==> src/pkg/mfr_cfg.svh <==
// constants for the mac filter and retry control block
// assumes inclusion by bare name from the design modules
// What this block does
// - hash-only bit 15 set hashes both individual and multicast addresses
// - select bit 13 clear with hash-only clear filters by exact station address match
// - select bit 13 set hash-filters multicast destinations
// - select set: individual hashed if hash-only, else exact match
// - late-collision bit 12 set retries late collisions, clear abandons the frame
// - late collision always recorded in transmit status
// - broadcast-reject bit 11 set drops broadcasts, clear forwards them
// - retry-disable bit 10 set: one attempt, drop on collision, flag retry error
// - retry-disable clear: up to 16 attempts before retry error
// - pad-strip bit 8 set strips pad and fcs when length below 46
// - with pad-strip, length 46 or more delivered unaltered with fcs
// - pad-strip clear passes every frame unmodified
// - backoff bounded by two to the K, K is min of retries and 10
// - backoff value from free-running 20-bit lfsr
// - K low lfsr bits count down per slot, retry at zero
// - backoff-limit field bits 7-6 caps number of lfsr bits used, bits used is min of K and limit
// - limit 00 gives 10 bits, 01 8, 10 4, 11 1
// - destination first bit one marks multicast
`ifndef MFR_CFG_SVH
`define MFR_CFG_SVH
`define MFR_IDX_CTRL 3'h1
`define MFR_IDX_STAT 3'h2
`define MFR_IDX_SA_LO 3'h3
`define MFR_IDX_SA_HI 3'h4
`define MFR_B_HO 15
`define MFR_B_HPS 13
`define MFR_B_LCR 12
`define MFR_B_BCR 11
`define MFR_B_RDIS 10
`define MFR_B_PAD 8
`define MFR_B_BOL 7:6
`define MFR_B_RSV_HI 14
`define MFR_B_RSV_LO 9
`define MFR_CTRL_WMASK 32'h0000_bdc0
`define MFR_CTRL_RST 32'h0000_0000
`define MFR_S_LATE 0
`define MFR_S_RERR 1
`define MFR_S_BUSY 2
`define MFR_S_ATT 8:4
`define MFR_S_RXA 16
`define MFR_S_RXS 17
`define MFR_MIN_LEN 16'h002e
`define MFR_MAX_ATT 5'h10
`define MFR_K_CAP 4'ha
`define MFR_BOL_00 4'ha
`define MFR_BOL_01 4'h8
`define MFR_BOL_10 4'h4
`define MFR_BOL_11 4'h1
`define MFR_LFSR_SEED 20'h00001
`define MFR_LFSR_TAPS 20'h90000
`define MFR_MC_BIT 40
`define MFR_BROADCAST_REJECT_ADDR 48'hffff_ffff_ffff
`endif

==> src/pkg/mfr_pkg.sv <==
// types shared by the filter and retry control modules
// assumes nothing beyond a standard compile order
`default_nettype none
package mfr_pkg;
   typedef enum logic [0:0] {MFR_TX_IDLE, MFR_TX_WAIT} mfr_tx_state_t;
   typedef logic [3:0] mfr_nbits_t;
   typedef logic [9:0] mfr_count_t;
endpackage : mfr_pkg
`default_nettype wire

==> src/pkg/mfr_bo_if.sv <==
// link between the retry controller and the backoff counter
// assumes one clock shared by both ends
`default_nettype none
interface mfr_bo_if;
   import mfr_pkg::*;
   logic load;
   mfr_nbits_t nbits;
   logic tick;
   logic busy;
   logic expire;
   modport ctl (output load, output nbits, output tick, input busy, input expire);
   modport bo (input load, input nbits, input tick, output busy, output expire);
endinterface : mfr_bo_if
`default_nettype wire

==> src/mfr_backoff.sv <==
// backoff counter fed by a free-running lfsr
// assumes load and tick come from the retry controller on ref_clk
`default_nettype none
`include "mfr_cfg.svh"
module mfr_backoff
   import mfr_pkg::*;
(
   // clock and reset
   input wire logic ref_clk,
   input wire logic reset_n,
   // controller side
   mfr_bo_if.bo bo
);
   logic [19:0] lfsr;
   logic [19:0] next_lfsr;
   mfr_count_t count;
   mfr_count_t next_count;
   logic busy;
   logic next_busy;
   logic expire;
   logic next_expire;

   function automatic mfr_count_t bo_mask(input mfr_nbits_t n);
      logic [10:0] m;
      m = (11'h001 << n) - 11'h001;
      return m[9:0];
   endfunction : bo_mask

   always_comb begin
      next_lfsr = {lfsr[18:0], ^(lfsr & `MFR_LFSR_TAPS)};
      next_count = count;
      next_busy = busy;
      next_expire = 1'b0;
      if (bo.load) begin
         next_count = lfsr[9:0] & bo_mask(bo.nbits);
         next_busy = 1'b1;
      end else if (busy && count == 10'h000) begin
         next_busy = 1'b0;
         next_expire = 1'b1;
      end else if (busy && bo.tick) begin
         next_count = count - 10'h001;
      end
   end

   always_ff @(posedge ref_clk) begin
      if (!reset_n) begin
         lfsr <= `MFR_LFSR_SEED;
         count <= 10'h000;
         busy <= 1'b0;
         expire <= 1'b0;
      end else begin
         lfsr <= next_lfsr;
         count <= next_count;
         busy <= next_busy;
         expire <= next_expire;
      end
   end

   assign bo.busy = busy;
   assign bo.expire = expire;
endmodule : mfr_backoff
`default_nettype wire

==> src/mfr_top.sv <==
// mac address filter, pad strip and transmit retry control
// assumes avalon-mm master on ref_clk, rx and tx events synchronous
`default_nettype none
`include "mfr_cfg.svh"
module mfr_top
   import mfr_pkg::*;
(
   // clock and reset
   input wire logic ref_clk,
   input wire logic reset_n,
   // avalon-mm slave
   input wire logic [4:0] avs_address,
   input wire logic avs_read,
   input wire logic avs_write,
   input wire logic [31:0] avs_writedata,
   output logic [31:0] avs_readdata,
   output logic avs_waitrequest,
   // receive frame header
   input wire logic rx_frame_valid,
   input wire logic [47:0] rx_dest_addr,
   input wire logic rx_hash_hit,
   input wire logic [15:0] rx_length_field,
   // receive decision
   output logic rx_result_valid,
   output logic rx_accept,
   output logic rx_strip,
   // transmit events
   input wire logic tx_collision,
   input wire logic tx_late,
   input wire logic tx_frame_done,
   input wire logic slot_tick,
   // transmit decision
   output logic tx_retry_go,
   output logic tx_abandon,
   output logic tx_status_late,
   output logic tx_status_retry_err
);
   mfr_bo_if bo_link ();

   mfr_backoff u_backoff (
      .ref_clk(ref_clk),
      .reset_n(reset_n),
      .bo(bo_link.bo)
   );

   function automatic logic is_reg(input logic [4:0] a, input logic [2:0] idx);
      return a[4:2] == idx;
   endfunction : is_reg

   // register bus state
   logic [31:0] ctrl;
   logic [31:0] next_ctrl;
   logic [47:0] station_addr;
   logic [47:0] next_station_addr;
   logic [31:0] next_readdata;
   logic next_waitrequest;
   logic [31:0] rd_mux;
   logic wr_go;
   logic [1:0] w1c;

   // control fields
   logic hash_only_filter;
   logic hash_perfect_select;
   logic late_collision_retry;
   logic broadcast_reject;
   logic retry_disable;
   logic pad_strip_enable;
   logic [1:0] backoff_limit;

   assign hash_only_filter = ctrl[`MFR_B_HO];
   assign hash_perfect_select = ctrl[`MFR_B_HPS];
   assign late_collision_retry = ctrl[`MFR_B_LCR];
   assign broadcast_reject = ctrl[`MFR_B_BCR];
   assign retry_disable = ctrl[`MFR_B_RDIS];
   assign pad_strip_enable = ctrl[`MFR_B_PAD];
   assign backoff_limit = ctrl[`MFR_B_BOL];

   // transmit state
   mfr_tx_state_t tx_state;
   mfr_tx_state_t next_tx_state;
   logic [4:0] attempts;
   logic [4:0] next_attempts;
   logic next_retry_go;
   logic next_abandon;
   logic next_late;
   logic next_retry_err;
   logic bo_load;
   logic next_bo_load;
   mfr_nbits_t bo_nbits;
   mfr_nbits_t next_bo_nbits;

   // receive state
   logic next_rx_valid;
   logic next_rx_accept;
   logic next_rx_strip;

   assign wr_go = avs_write && !avs_waitrequest;

   always_comb begin
      rd_mux = 32'h0000_0000;
      unique case (avs_address[4:2])
         `MFR_IDX_CTRL: rd_mux = ctrl;
         `MFR_IDX_STAT: begin
            rd_mux[`MFR_S_LATE] = tx_status_late;
            rd_mux[`MFR_S_RERR] = tx_status_retry_err;
            rd_mux[`MFR_S_BUSY] = bo_link.busy;
            rd_mux[`MFR_S_ATT] = attempts;
            rd_mux[`MFR_S_RXA] = rx_accept;
            rd_mux[`MFR_S_RXS] = rx_strip;
         end
         `MFR_IDX_SA_LO: rd_mux = station_addr[31:0];
         `MFR_IDX_SA_HI: rd_mux = {16'h0000, station_addr[47:32]};
         default: rd_mux = 32'h0000_0000;
      endcase
   end

   always_comb begin
      next_waitrequest = 1'b1;
      next_readdata = avs_readdata;
      next_ctrl = ctrl;
      next_station_addr = station_addr;
      w1c = 2'h0;
      if ((avs_read || avs_write) && avs_waitrequest) begin
         next_waitrequest = 1'b0;
         if (avs_read) begin
            next_readdata = rd_mux;
         end
      end
      if (wr_go && is_reg(avs_address, `MFR_IDX_CTRL)) begin
         next_ctrl = avs_writedata & `MFR_CTRL_WMASK;
      end
      if (wr_go && is_reg(avs_address, `MFR_IDX_SA_LO)) begin
         next_station_addr[31:0] = avs_writedata;
      end
      if (wr_go && is_reg(avs_address, `MFR_IDX_SA_HI)) begin
         next_station_addr[47:32] = avs_writedata[15:0];
      end
      if (wr_go && is_reg(avs_address, `MFR_IDX_STAT)) begin
         w1c = {avs_writedata[`MFR_S_RERR], avs_writedata[`MFR_S_LATE]};
      end
   end

   always_ff @(posedge ref_clk) begin
      if (!reset_n) begin
         ctrl <= `MFR_CTRL_RST;
         station_addr <= 48'h0000_0000_0000;
         avs_readdata <= 32'h0000_0000;
         avs_waitrequest <= 1'b1;
      end else begin
         ctrl <= next_ctrl;
         station_addr <= next_station_addr;
         avs_readdata <= next_readdata;
         avs_waitrequest <= next_waitrequest;
      end
   end

   // receive address filter and pad strip
   logic is_broadcast_reject;
   logic is_mcast;
   logic exact_hit;

   always_comb begin
      is_broadcast_reject = rx_dest_addr == `MFR_BROADCAST_REJECT_ADDR;
      is_mcast = rx_dest_addr[`MFR_MC_BIT];
      exact_hit = rx_dest_addr == station_addr;
      next_rx_valid = rx_frame_valid;
      next_rx_accept = rx_accept;
      next_rx_strip = rx_strip;
      if (rx_frame_valid) begin
         if (is_broadcast_reject) begin
            next_rx_accept = !broadcast_reject;
         end else if (is_mcast) begin
            next_rx_accept = (hash_perfect_select || hash_only_filter) ? rx_hash_hit : exact_hit;
         end else begin
            next_rx_accept = hash_only_filter ? rx_hash_hit : exact_hit;
         end
         next_rx_strip = pad_strip_enable && (rx_length_field < `MFR_MIN_LEN);
      end
   end

   always_ff @(posedge ref_clk) begin
      if (!reset_n) begin
         rx_result_valid <= 1'b0;
         rx_accept <= 1'b0;
         rx_strip <= 1'b0;
      end else begin
         rx_result_valid <= next_rx_valid;
         rx_accept <= next_rx_accept;
         rx_strip <= next_rx_strip;
      end
   end

   // transmit retry and backoff control
   logic [4:0] att_inc;
   mfr_nbits_t k_exp;
   mfr_nbits_t lim_bits;

   always_comb begin
      att_inc = attempts + 5'h01;
      // K is retries capped at ten
      k_exp = (att_inc > {1'b0, `MFR_K_CAP}) ? `MFR_K_CAP : att_inc[3:0];
      unique case (backoff_limit)
         2'h0: lim_bits = `MFR_BOL_00;
         2'h1: lim_bits = `MFR_BOL_01;
         2'h2: lim_bits = `MFR_BOL_10;
         2'h3: lim_bits = `MFR_BOL_11;
      endcase
      next_tx_state = tx_state;
      next_attempts = attempts;
      next_retry_go = 1'b0;
      next_abandon = 1'b0;
      next_bo_load = 1'b0;
      next_bo_nbits = bo_nbits;
      next_late = tx_status_late & ~w1c[0];
      next_retry_err = tx_status_retry_err & ~w1c[1];
      if (tx_frame_done) begin
         next_attempts = 5'h00;
      end
      unique case (tx_state)
         MFR_TX_IDLE: begin
            if (tx_collision) begin
               next_attempts = att_inc;
               if (tx_late) begin
                  next_late = 1'b1;
               end
               if (tx_late && !late_collision_retry) begin
                  next_abandon = 1'b1;
                  next_attempts = 5'h00;
               end else if (retry_disable || att_inc >= `MFR_MAX_ATT) begin
                  next_abandon = 1'b1;
                  next_retry_err = 1'b1;
                  next_attempts = 5'h00;
               end else begin
                  next_bo_load = 1'b1;
                  next_bo_nbits = (k_exp < lim_bits) ? k_exp : lim_bits;
                  next_tx_state = MFR_TX_WAIT;
               end
            end
         end
         MFR_TX_WAIT: begin
            if (bo_link.expire) begin
               next_retry_go = 1'b1;
               next_tx_state = MFR_TX_IDLE;
            end
         end
      endcase
   end

   always_ff @(posedge ref_clk) begin
      if (!reset_n) begin
         tx_state <= MFR_TX_IDLE;
         attempts <= 5'h00;
         tx_retry_go <= 1'b0;
         tx_abandon <= 1'b0;
         tx_status_late <= 1'b0;
         tx_status_retry_err <= 1'b0;
         bo_load <= 1'b0;
         bo_nbits <= 4'h0;
      end else begin
         tx_state <= next_tx_state;
         attempts <= next_attempts;
         tx_retry_go <= next_retry_go;
         tx_abandon <= next_abandon;
         tx_status_late <= next_late;
         tx_status_retry_err <= next_retry_err;
         bo_load <= next_bo_load;
         bo_nbits <= next_bo_nbits;
      end
   end

   assign bo_link.load = bo_load;
   assign bo_link.nbits = bo_nbits;
   assign bo_link.tick = slot_tick;
endmodule : mfr_top
`default_nettype wire

==> config.mk <==
export PLATFORM = sky130hd
export DESIGN_NAME = mfr_top
export DESIGN_NICKNAME = d
export VERILOG_FILES = /design/src/pkg/mfr_pkg.sv /design/src/pkg/mfr_bo_if.sv /design/src/mfr_backoff.sv /design/src/mfr_top.sv
export VERILOG_INCLUDE_DIRS = /design/src /design/src/pkg
export SDC_FILE = /design/constraint.sdc
export NUM_CORES = 1
export LEC_CHECK = 0
export BUFFER_PORTS_ARGS = -buffer_cell sky130_fd_sc_hd__buf_2
export CAP_MARGIN = 20
export CORE_MARGIN = 8
export CORE_UTILIZATION = 50
export CTS_CLUSTER_SIZE = 14
export DETAILED_ROUTE_END_ITERATION = 8
export GPL_ROUTABILITY_DRIVEN = 1
export PLACE_DENSITY = 0.75
export SETUP_SLACK_MARGIN = 0.15
export SYNTH_ARGS = -nofsm -noshare
export SYNTH_HDL_FRONTEND = slang
export SYNTH_SLANG_ARGS = --single-unit
==> constraint.sdc <==
create_clock -name ref_clk -period 3.95 [get_ports ref_clk]
set_input_delay 0.5925 -clock ref_clk [delete_from_list [all_inputs] [get_ports ref_clk]]
set_output_delay 0.5925 -clock ref_clk [all_outputs]
set_load 0.01 [all_outputs]
Word level (Yosys, flattened, before mapping)
Cells that the tools add are included.
{"block": "totals", "regBits": 139, "inputBits": 111, "out_inout_bits": 40, "word_cells": 117}
{"block": "classes", "add_sub_neg": 3, "magnitude_cmp": 4, "n_eq_ne": 10, "n_shift": 1, "n_mux": 41, "bitwise": 10, "reduce_logical": 28}
{"operator": "48-bit == test", "count": 1}
{"operator": "48-bit == test (second input constant)", "count": 1}
{"operator": "10-bit two-way mux", "count": 3}
{"operator": "5-bit two-way mux", "count": 5}
{"operator": "1-bit two-way mux", "count": 22}
{"operator": "7-bit case mux with 3 select lines", "count": 1}
{"operator": "5-bit case mux with 4 select lines", "count": 1}
{"operator": "20-bit parity", "count": 1}
{"operator": "10-bit by 1-bit subtractor with 10-bit output (second input constant)", "count": 2}
{"operator": "16-bit by 6-bit < comparator with 1-bit output (second input constant)", "count": 1}
{"operator": "4-bit case mux with 4 select lines", "count": 1}
{"operator": "14-bit two-way mux", "count": 1}
{"operator": "10-bit AND", "count": 1}
{"operator": "1-bit logical AND", "count": 10}
{"operator": "10-bit zero test", "count": 1}
{"operator": "1-bit by 4-bit left shift with 10-bit output (first input constant)", "count": 1}
{"operator": "3-bit case mux with 3 select lines", "count": 1}
{"operator": "4-bit two-way mux", "count": 2}
{"operator": "1-bit inverter", "count": 7}
{"operator": "3-bit by 2-bit == test with 1-bit output (second input constant)", "count": 2}
{"operator": "2-bit AND reduction", "count": 3}
{"operator": "5-bit by 1-bit adder with 5-bit output (second input constant)", "count": 1}
{"operator": "5-bit greater-or-equal comparator (second input constant)", "count": 1}
{"operator": "5-bit by 4-bit greater-than comparator with 1-bit output (second input constant)", "count": 1}
{"operator": "17 further kinds", "count": 26}

Depth between registers and ports, before layout
{"block": "logic_depth", "depth_word": 10, "ltp_mapped": 12, "mapped_depth_nobuf": 11}

By module
Synthesis repeated with hierarchy kept, for this count alone.
{"block": "unflattened", "hier_cells": 767, "hier_area_um2": 6750.2}
{"module": "mfr_top", "instances": 1, "cells_each": 606, "area_per_inst_um2": 5311.3, "seq_area_each_um2": 2142.1}
{"module": "mfr_backoff", "instances": 1, "cells_each": 161, "area_per_inst_um2": 1438.9, "seq_area_each_um2": 640.6}

Least setup slack after synthesis
Ideal clock, no wire load.
{"block": "synth_timing", "path_kind": "register to register", "startpoint": "register attempts[0]", "endpoint": "register bo_nbits[1], in the netlist bo_link.nbits[1]", "setup_ns": 0.116, "arrival_time_ns": 2.231, "t_required_ns": 3.834, "setup_slack_ns": 1.603, "path_stages_with_launch": 12, "path_buffers": 1, "period_less_slack_ns": 2.347, "path_cell_list": "dfxtp_1 > ha_1 > buf_2 > xnor2_1 > nand3_1 > o31a_1 > ha_1 > a21oi_1 > nand2_1 > o21ai_1 > mux2i_1 > a31o_2"}
{"block": "synth_between", "elab_chain_cells": 5, "word_cells_on_any_way": 9, "classes_between": "add/sub (1); order compare (3); mux (2); bitwise (1); reduce/logical (2)"}
{"item": "start, declared", "line_no": "mfr_top.sv:81", "text": "logic [4:0] attempts;"}
{"item": "start signal, assigned", "line_no": "mfr_top.sv:261", "text": "attempts <= next_attempts;"}
{"item": "5-bit by 1-bit adder with 5-bit output *", "line_no": "mfr_top.sv:199", "text": "att_inc = attempts + 5'h01;"}
{"item": "5-bit by 4-bit greater-than comparator with 1-bit output or 5-bit greater-or-equal comparator (tied branches)"}
{"item": "4-bit two-way mux or 1-bit logical OR (tied branches)"}
{"item": "4-bit < comparator or 1-bit inverter (tied branches)"}
{"item": "4-bit two-way mux or 4-bit AND reduction (tied branches)"}
{"item": "end signal, assigned", "line_no": "mfr_top.sv:267", "text": "bo_nbits <= next_bo_nbits;"}
{"item": "end, declared", "line_no": "mfr_top.sv:89", "text": "mfr_nbits_t bo_nbits;"}
Every way passes the cells marked *; elsewhere a longest branch is shown, timed or not.
A chain may end at the register's enable or synchronous reset.

Worst setup path in the final report
{"block": "layout_timing", "startpoint": "register attempts[0]", "endpoint": "register bo_nbits[2], in the netlist bo_link.nbits[2]"}
The elaborated chain is that of the path after synthesis.

==> flow_metrics.env <==
export IMPL_die_w_um=131
export IMPL_pre_cts_ws_ns=1.24
export IMPL_gp_congestion=0.968
export IMPL_mostFrequentLayoutCells="buf_2 (146), nand2_1 (142), dfxtp_1 (139)"
export IMPL_outcome="finished clean"
export IMPL_clock_sinks=139
export IMPL_cp_slowest_cell="dfxtp_1"
export IMPL_cts_tree="built"
export IMPL_synth_top_area_cell="dfxtp_1"
export IMPL_fin_worst_skew_ns=0.00856
export IMPL_yosysUniqueCellTypes=50
export IMPL_rrSetupSlack_ns=1.20
export IMPL_area_growth_pct=21.7
export IMPL_min_period_over_period=0.695
export IMPL_max_stage_delay_ns=0.45
export IMPL_max_freq_ghz=0.364
export IMPL_cts_clk_slew_worst_paths_ns=0.06
export IMPL_finalSetupViolations=0
export IMPL_routedWlPerCell_um=18.1
export IMPL_die_area_mm2=0.0171
export IMPL_final_common_cell="buf_2"
export IMPL_worst_pin_slew_ns=0.696
export IMPL_cp_start_kind="register"
export IMPL_synth_ff_type="dfxtp_1"
export IMPL_syn_area_per_cell_um2=8.61
export IMPL_synth_top_area_share=0.422
export IMPL_antenna_found_initial=0
export IMPL_dpl_cell_count=1051
export IMPL_final_cells=1083
export IMPL_final_max_slew_viol_count=0
export IMPL_initial_core_util=0.504
export IMPL_timing_rr_end="bo_link.nbits[2]$_SDFFE_PN0P_"
export IMPL_design_area_mm2=0.00802
export IMPL_p_leak_nw=3.33
export IMPL_grt_pass1_vias=5913
export IMPL_min_path_cells=2
export IMPL_crit_cells=10
export IMPL_gr_usage_all_layers=0.234
export IMPL_io_buffers=147
export IMPL_synth_area_leaders="dfxtp_1 (42%), nand2_1 (8.1%), a21boi_0 (5.1%)"
export IMPL_dpl_instance_area_mm2=0.00743
export IMPL_rsz0062_at_grt="no"
export IMPL_syn_inst=766
export IMPL_critPathKind="register to register"
export IMPL_dr_pass1_iters=5
export IMPL_crit_end="bo_link.nbits[2]$_SDFFE_PN0P_"
export IMPL_remaining_drc_errors=0
export IMPL_cp_required_ns=4.23
export IMPL_rows=42
export IMPL_critical_path_cell_chain="ha_1, xnor2_1, nand3_1, o31a_1, ha_1, a21oi_1, nand2_1, o21ai_1, mux2i_1, a21oi_1"
export IMPL_min_period_ns=2.75
export IMPL_drive_gt1_frac=0.219
export IMPL_grt_max_degree=71
export IMPL_antenna_cells=0
export IMPL_synth_ff_latch_count=139
export IMPL_vdd_ir_drop_worst_mv=0.357
export IMPL_coreArea_mm2=0.0131
export IMPL_io_pin_count=151
export IMPL_drt_iter0_drc=543
export IMPL_r2r_cells=10
export IMPL_clk_latency_ns=0.42
export IMPL_avgViaCountPerCell=5.62
export IMPL_die_height_um=131
export IMPL_n_fill_cell=1162
export IMPL_hpwl_um=14500
export IMPL_cap_violations=0
export IMPL_syn_area_mm2=0.00659
export IMPL_final_hold_viol_count=0
export IMPL_maxSlewHeadroom=0.535
export IMPL_synth_nets=884
export IMPL_critPathBufInv=0
export IMPL_overflow=0
export IMPL_tns_ns=0
export IMPL_numCtsBuffers=17
export IMPL_yosysSeqAreaShare=0.422
export IMPL_powerDensity_mw_per_mm2=419
export IMPL_hold_ws_ns=0.404
export IMPL_cp_max_fo=10
export IMPL_cts_resized_gates=0
export IMPL_cp_top_family="compound AO/OA/AOI/OAI gates"
export IMPL_cp_end_kind="register"
export IMPL_ys_warn_count=0
export IMPL_synth_edf_count=0
export IMPL_hold_class="input pin to register"
export IMPL_htreeDepth=4
export IMPL_postCtsHoldBufs=0
export IMPL_async_flop_share=0
export IMPL_final_util=0.613
export IMPL_r2r_start="attempts[0]$_SDFF_PN0_"
export IMPL_startpoint="attempts[0]$_SDFF_PN0_"
export IMPL_ant_nets=0
export IMPL_clk_path_buf_depth=2
export IMPL_cts_root_buf="clkbuf_16"
export IMPL_fin_ws_ns=1.20
export IMPL_total_power_mw=3.36
export IMPL_via_count=6086
export IMPL_grt_first_pass_wirelength_um=30500
export IMPL_wl_um=19600
export IMPL_cp_arrival_ns=3.02
export IMPL_nets=1012
export IMPL_post_cts_buffers=0
-- area by class of cell --
class,instances,area [µm²],share of cell area
inverter,10,37.5,0.00468
clock buffer,19,453,0.0565
sequential,139,2780,0.347
clock inverter,13,141,0.0176
timing repair buffer,155,798,0.0995
multi-input combinational,571,3590,0.447
tap,176,220,0.0275
-- metal layers --
layer | routed length (µm) | share of wire | vias up | track usage
met5 | 0 | 0 | - | 0
met4 | 566 | 0.029 | 0 | 0.115
met3 | 1780 | 0.091 | 42 | 0.0694
met2 | 8980 | 0.46 | 294 | 0.363
met1 | 8240 | 0.42 | 2815 | 0.290
li1 | - | - | 2935 | -
-- power breakdown --
part / switching, mW / internal (mW) / total (mW)
Clock: 0.628 / 0.966 / 1.59
Combinational: 0.172 / 0.133 / 0.305
Sequential: 0.0300 / 1.43 / 1.46
Total: 0.830 / 2.53 / 3.36
-- kinds of logic after synthesis --
logic type / Yosys count / share of synthesized area
xor gates and xnor gates: 56 / 0.0744
AOI/OAI and AO/OA: 163 / 0.181
buffers and inverters: 56 / 0.0342
DFF: 139 / 0.422
adders and majority gates: 7 / 0.0133
muxes: 21 / 0.0324
and+or+nand+nor: 324 / 0.243
-- state kept, by name (all words and copies together) (netlist names), 4 cells and up --
signal / cells
attempts: 5
avs_readdata: 32
bo_link.nbits: 4
ctrl: 8
station_addr: 48
u_backoff.count: 10
u_backoff.lfsr: 20
-- worst min path at each step --
stage / slack [ns] / startpoint / to
after floorplan: 0.41 / u_backoff.lfsr[10]$_SDFF_PN0_ / u_backoff.lfsr[11]$_SDFF_PN0_
after global placement: 0.41 / u_backoff.lfsr[10]$_SDFF_PN0_ / u_backoff.lfsr[11]$_SDFF_PN0_
after detailed placement: 0.42 / u_backoff.lfsr[14]$_SDFF_PN0_ / u_backoff.lfsr[15]$_SDFF_PN0_
after CTS: 0.39 / avs_read / avs_waitrequest$_SDFF_PN1_
after global routing: 0.39 / avs_read / avs_waitrequest$_SDFF_PN1_
final: 0.40 / avs_read / avs_waitrequest$_SDFF_PN1_
-- worst reg2reg max path: stages (launching register included) --
cell	delay, ns
dfxtp_1	0.45
ha_1	0.43
xnor2_1	0.16
nand3_1	0.09
o31a_1	0.15
ha_1	0.33
a21oi_1	0.33
nand2_1	0.09
o21ai_1	0.27
mux2i_1	0.24
a21oi_1	0.08
-- Yosys cell counts, types with 2 or more instances --
library cell  instances
nand2_1             142
dfxtp_1             139
a21boi_0             45
nor2b_1              40
xnor2_1              35
clkbuf_1             34
a22oi_1              28
and2_1               26
nor2_1               26
nand4_1              23
o21ai_0              22
xor2_1               21
mux2i_1              18
a21oi_1              16
nand3_1              14
nor4_1               14
o211a_1              13
o211ai_1             12
buf_2                11
inv_1                10
nor3_1               10
ha_1                  7
and3_1                5
nor3b_1               5
a21boi_1              4
a31oi_1               4
nand2b_1              4
nand3b_1              4
a221oi_1              3
a31o_2                3
mux2_2                3
nor4b_1               3
or3_1                 3
and2b_1               2
o221a_2               2
(Power assumes the default switching activity.)
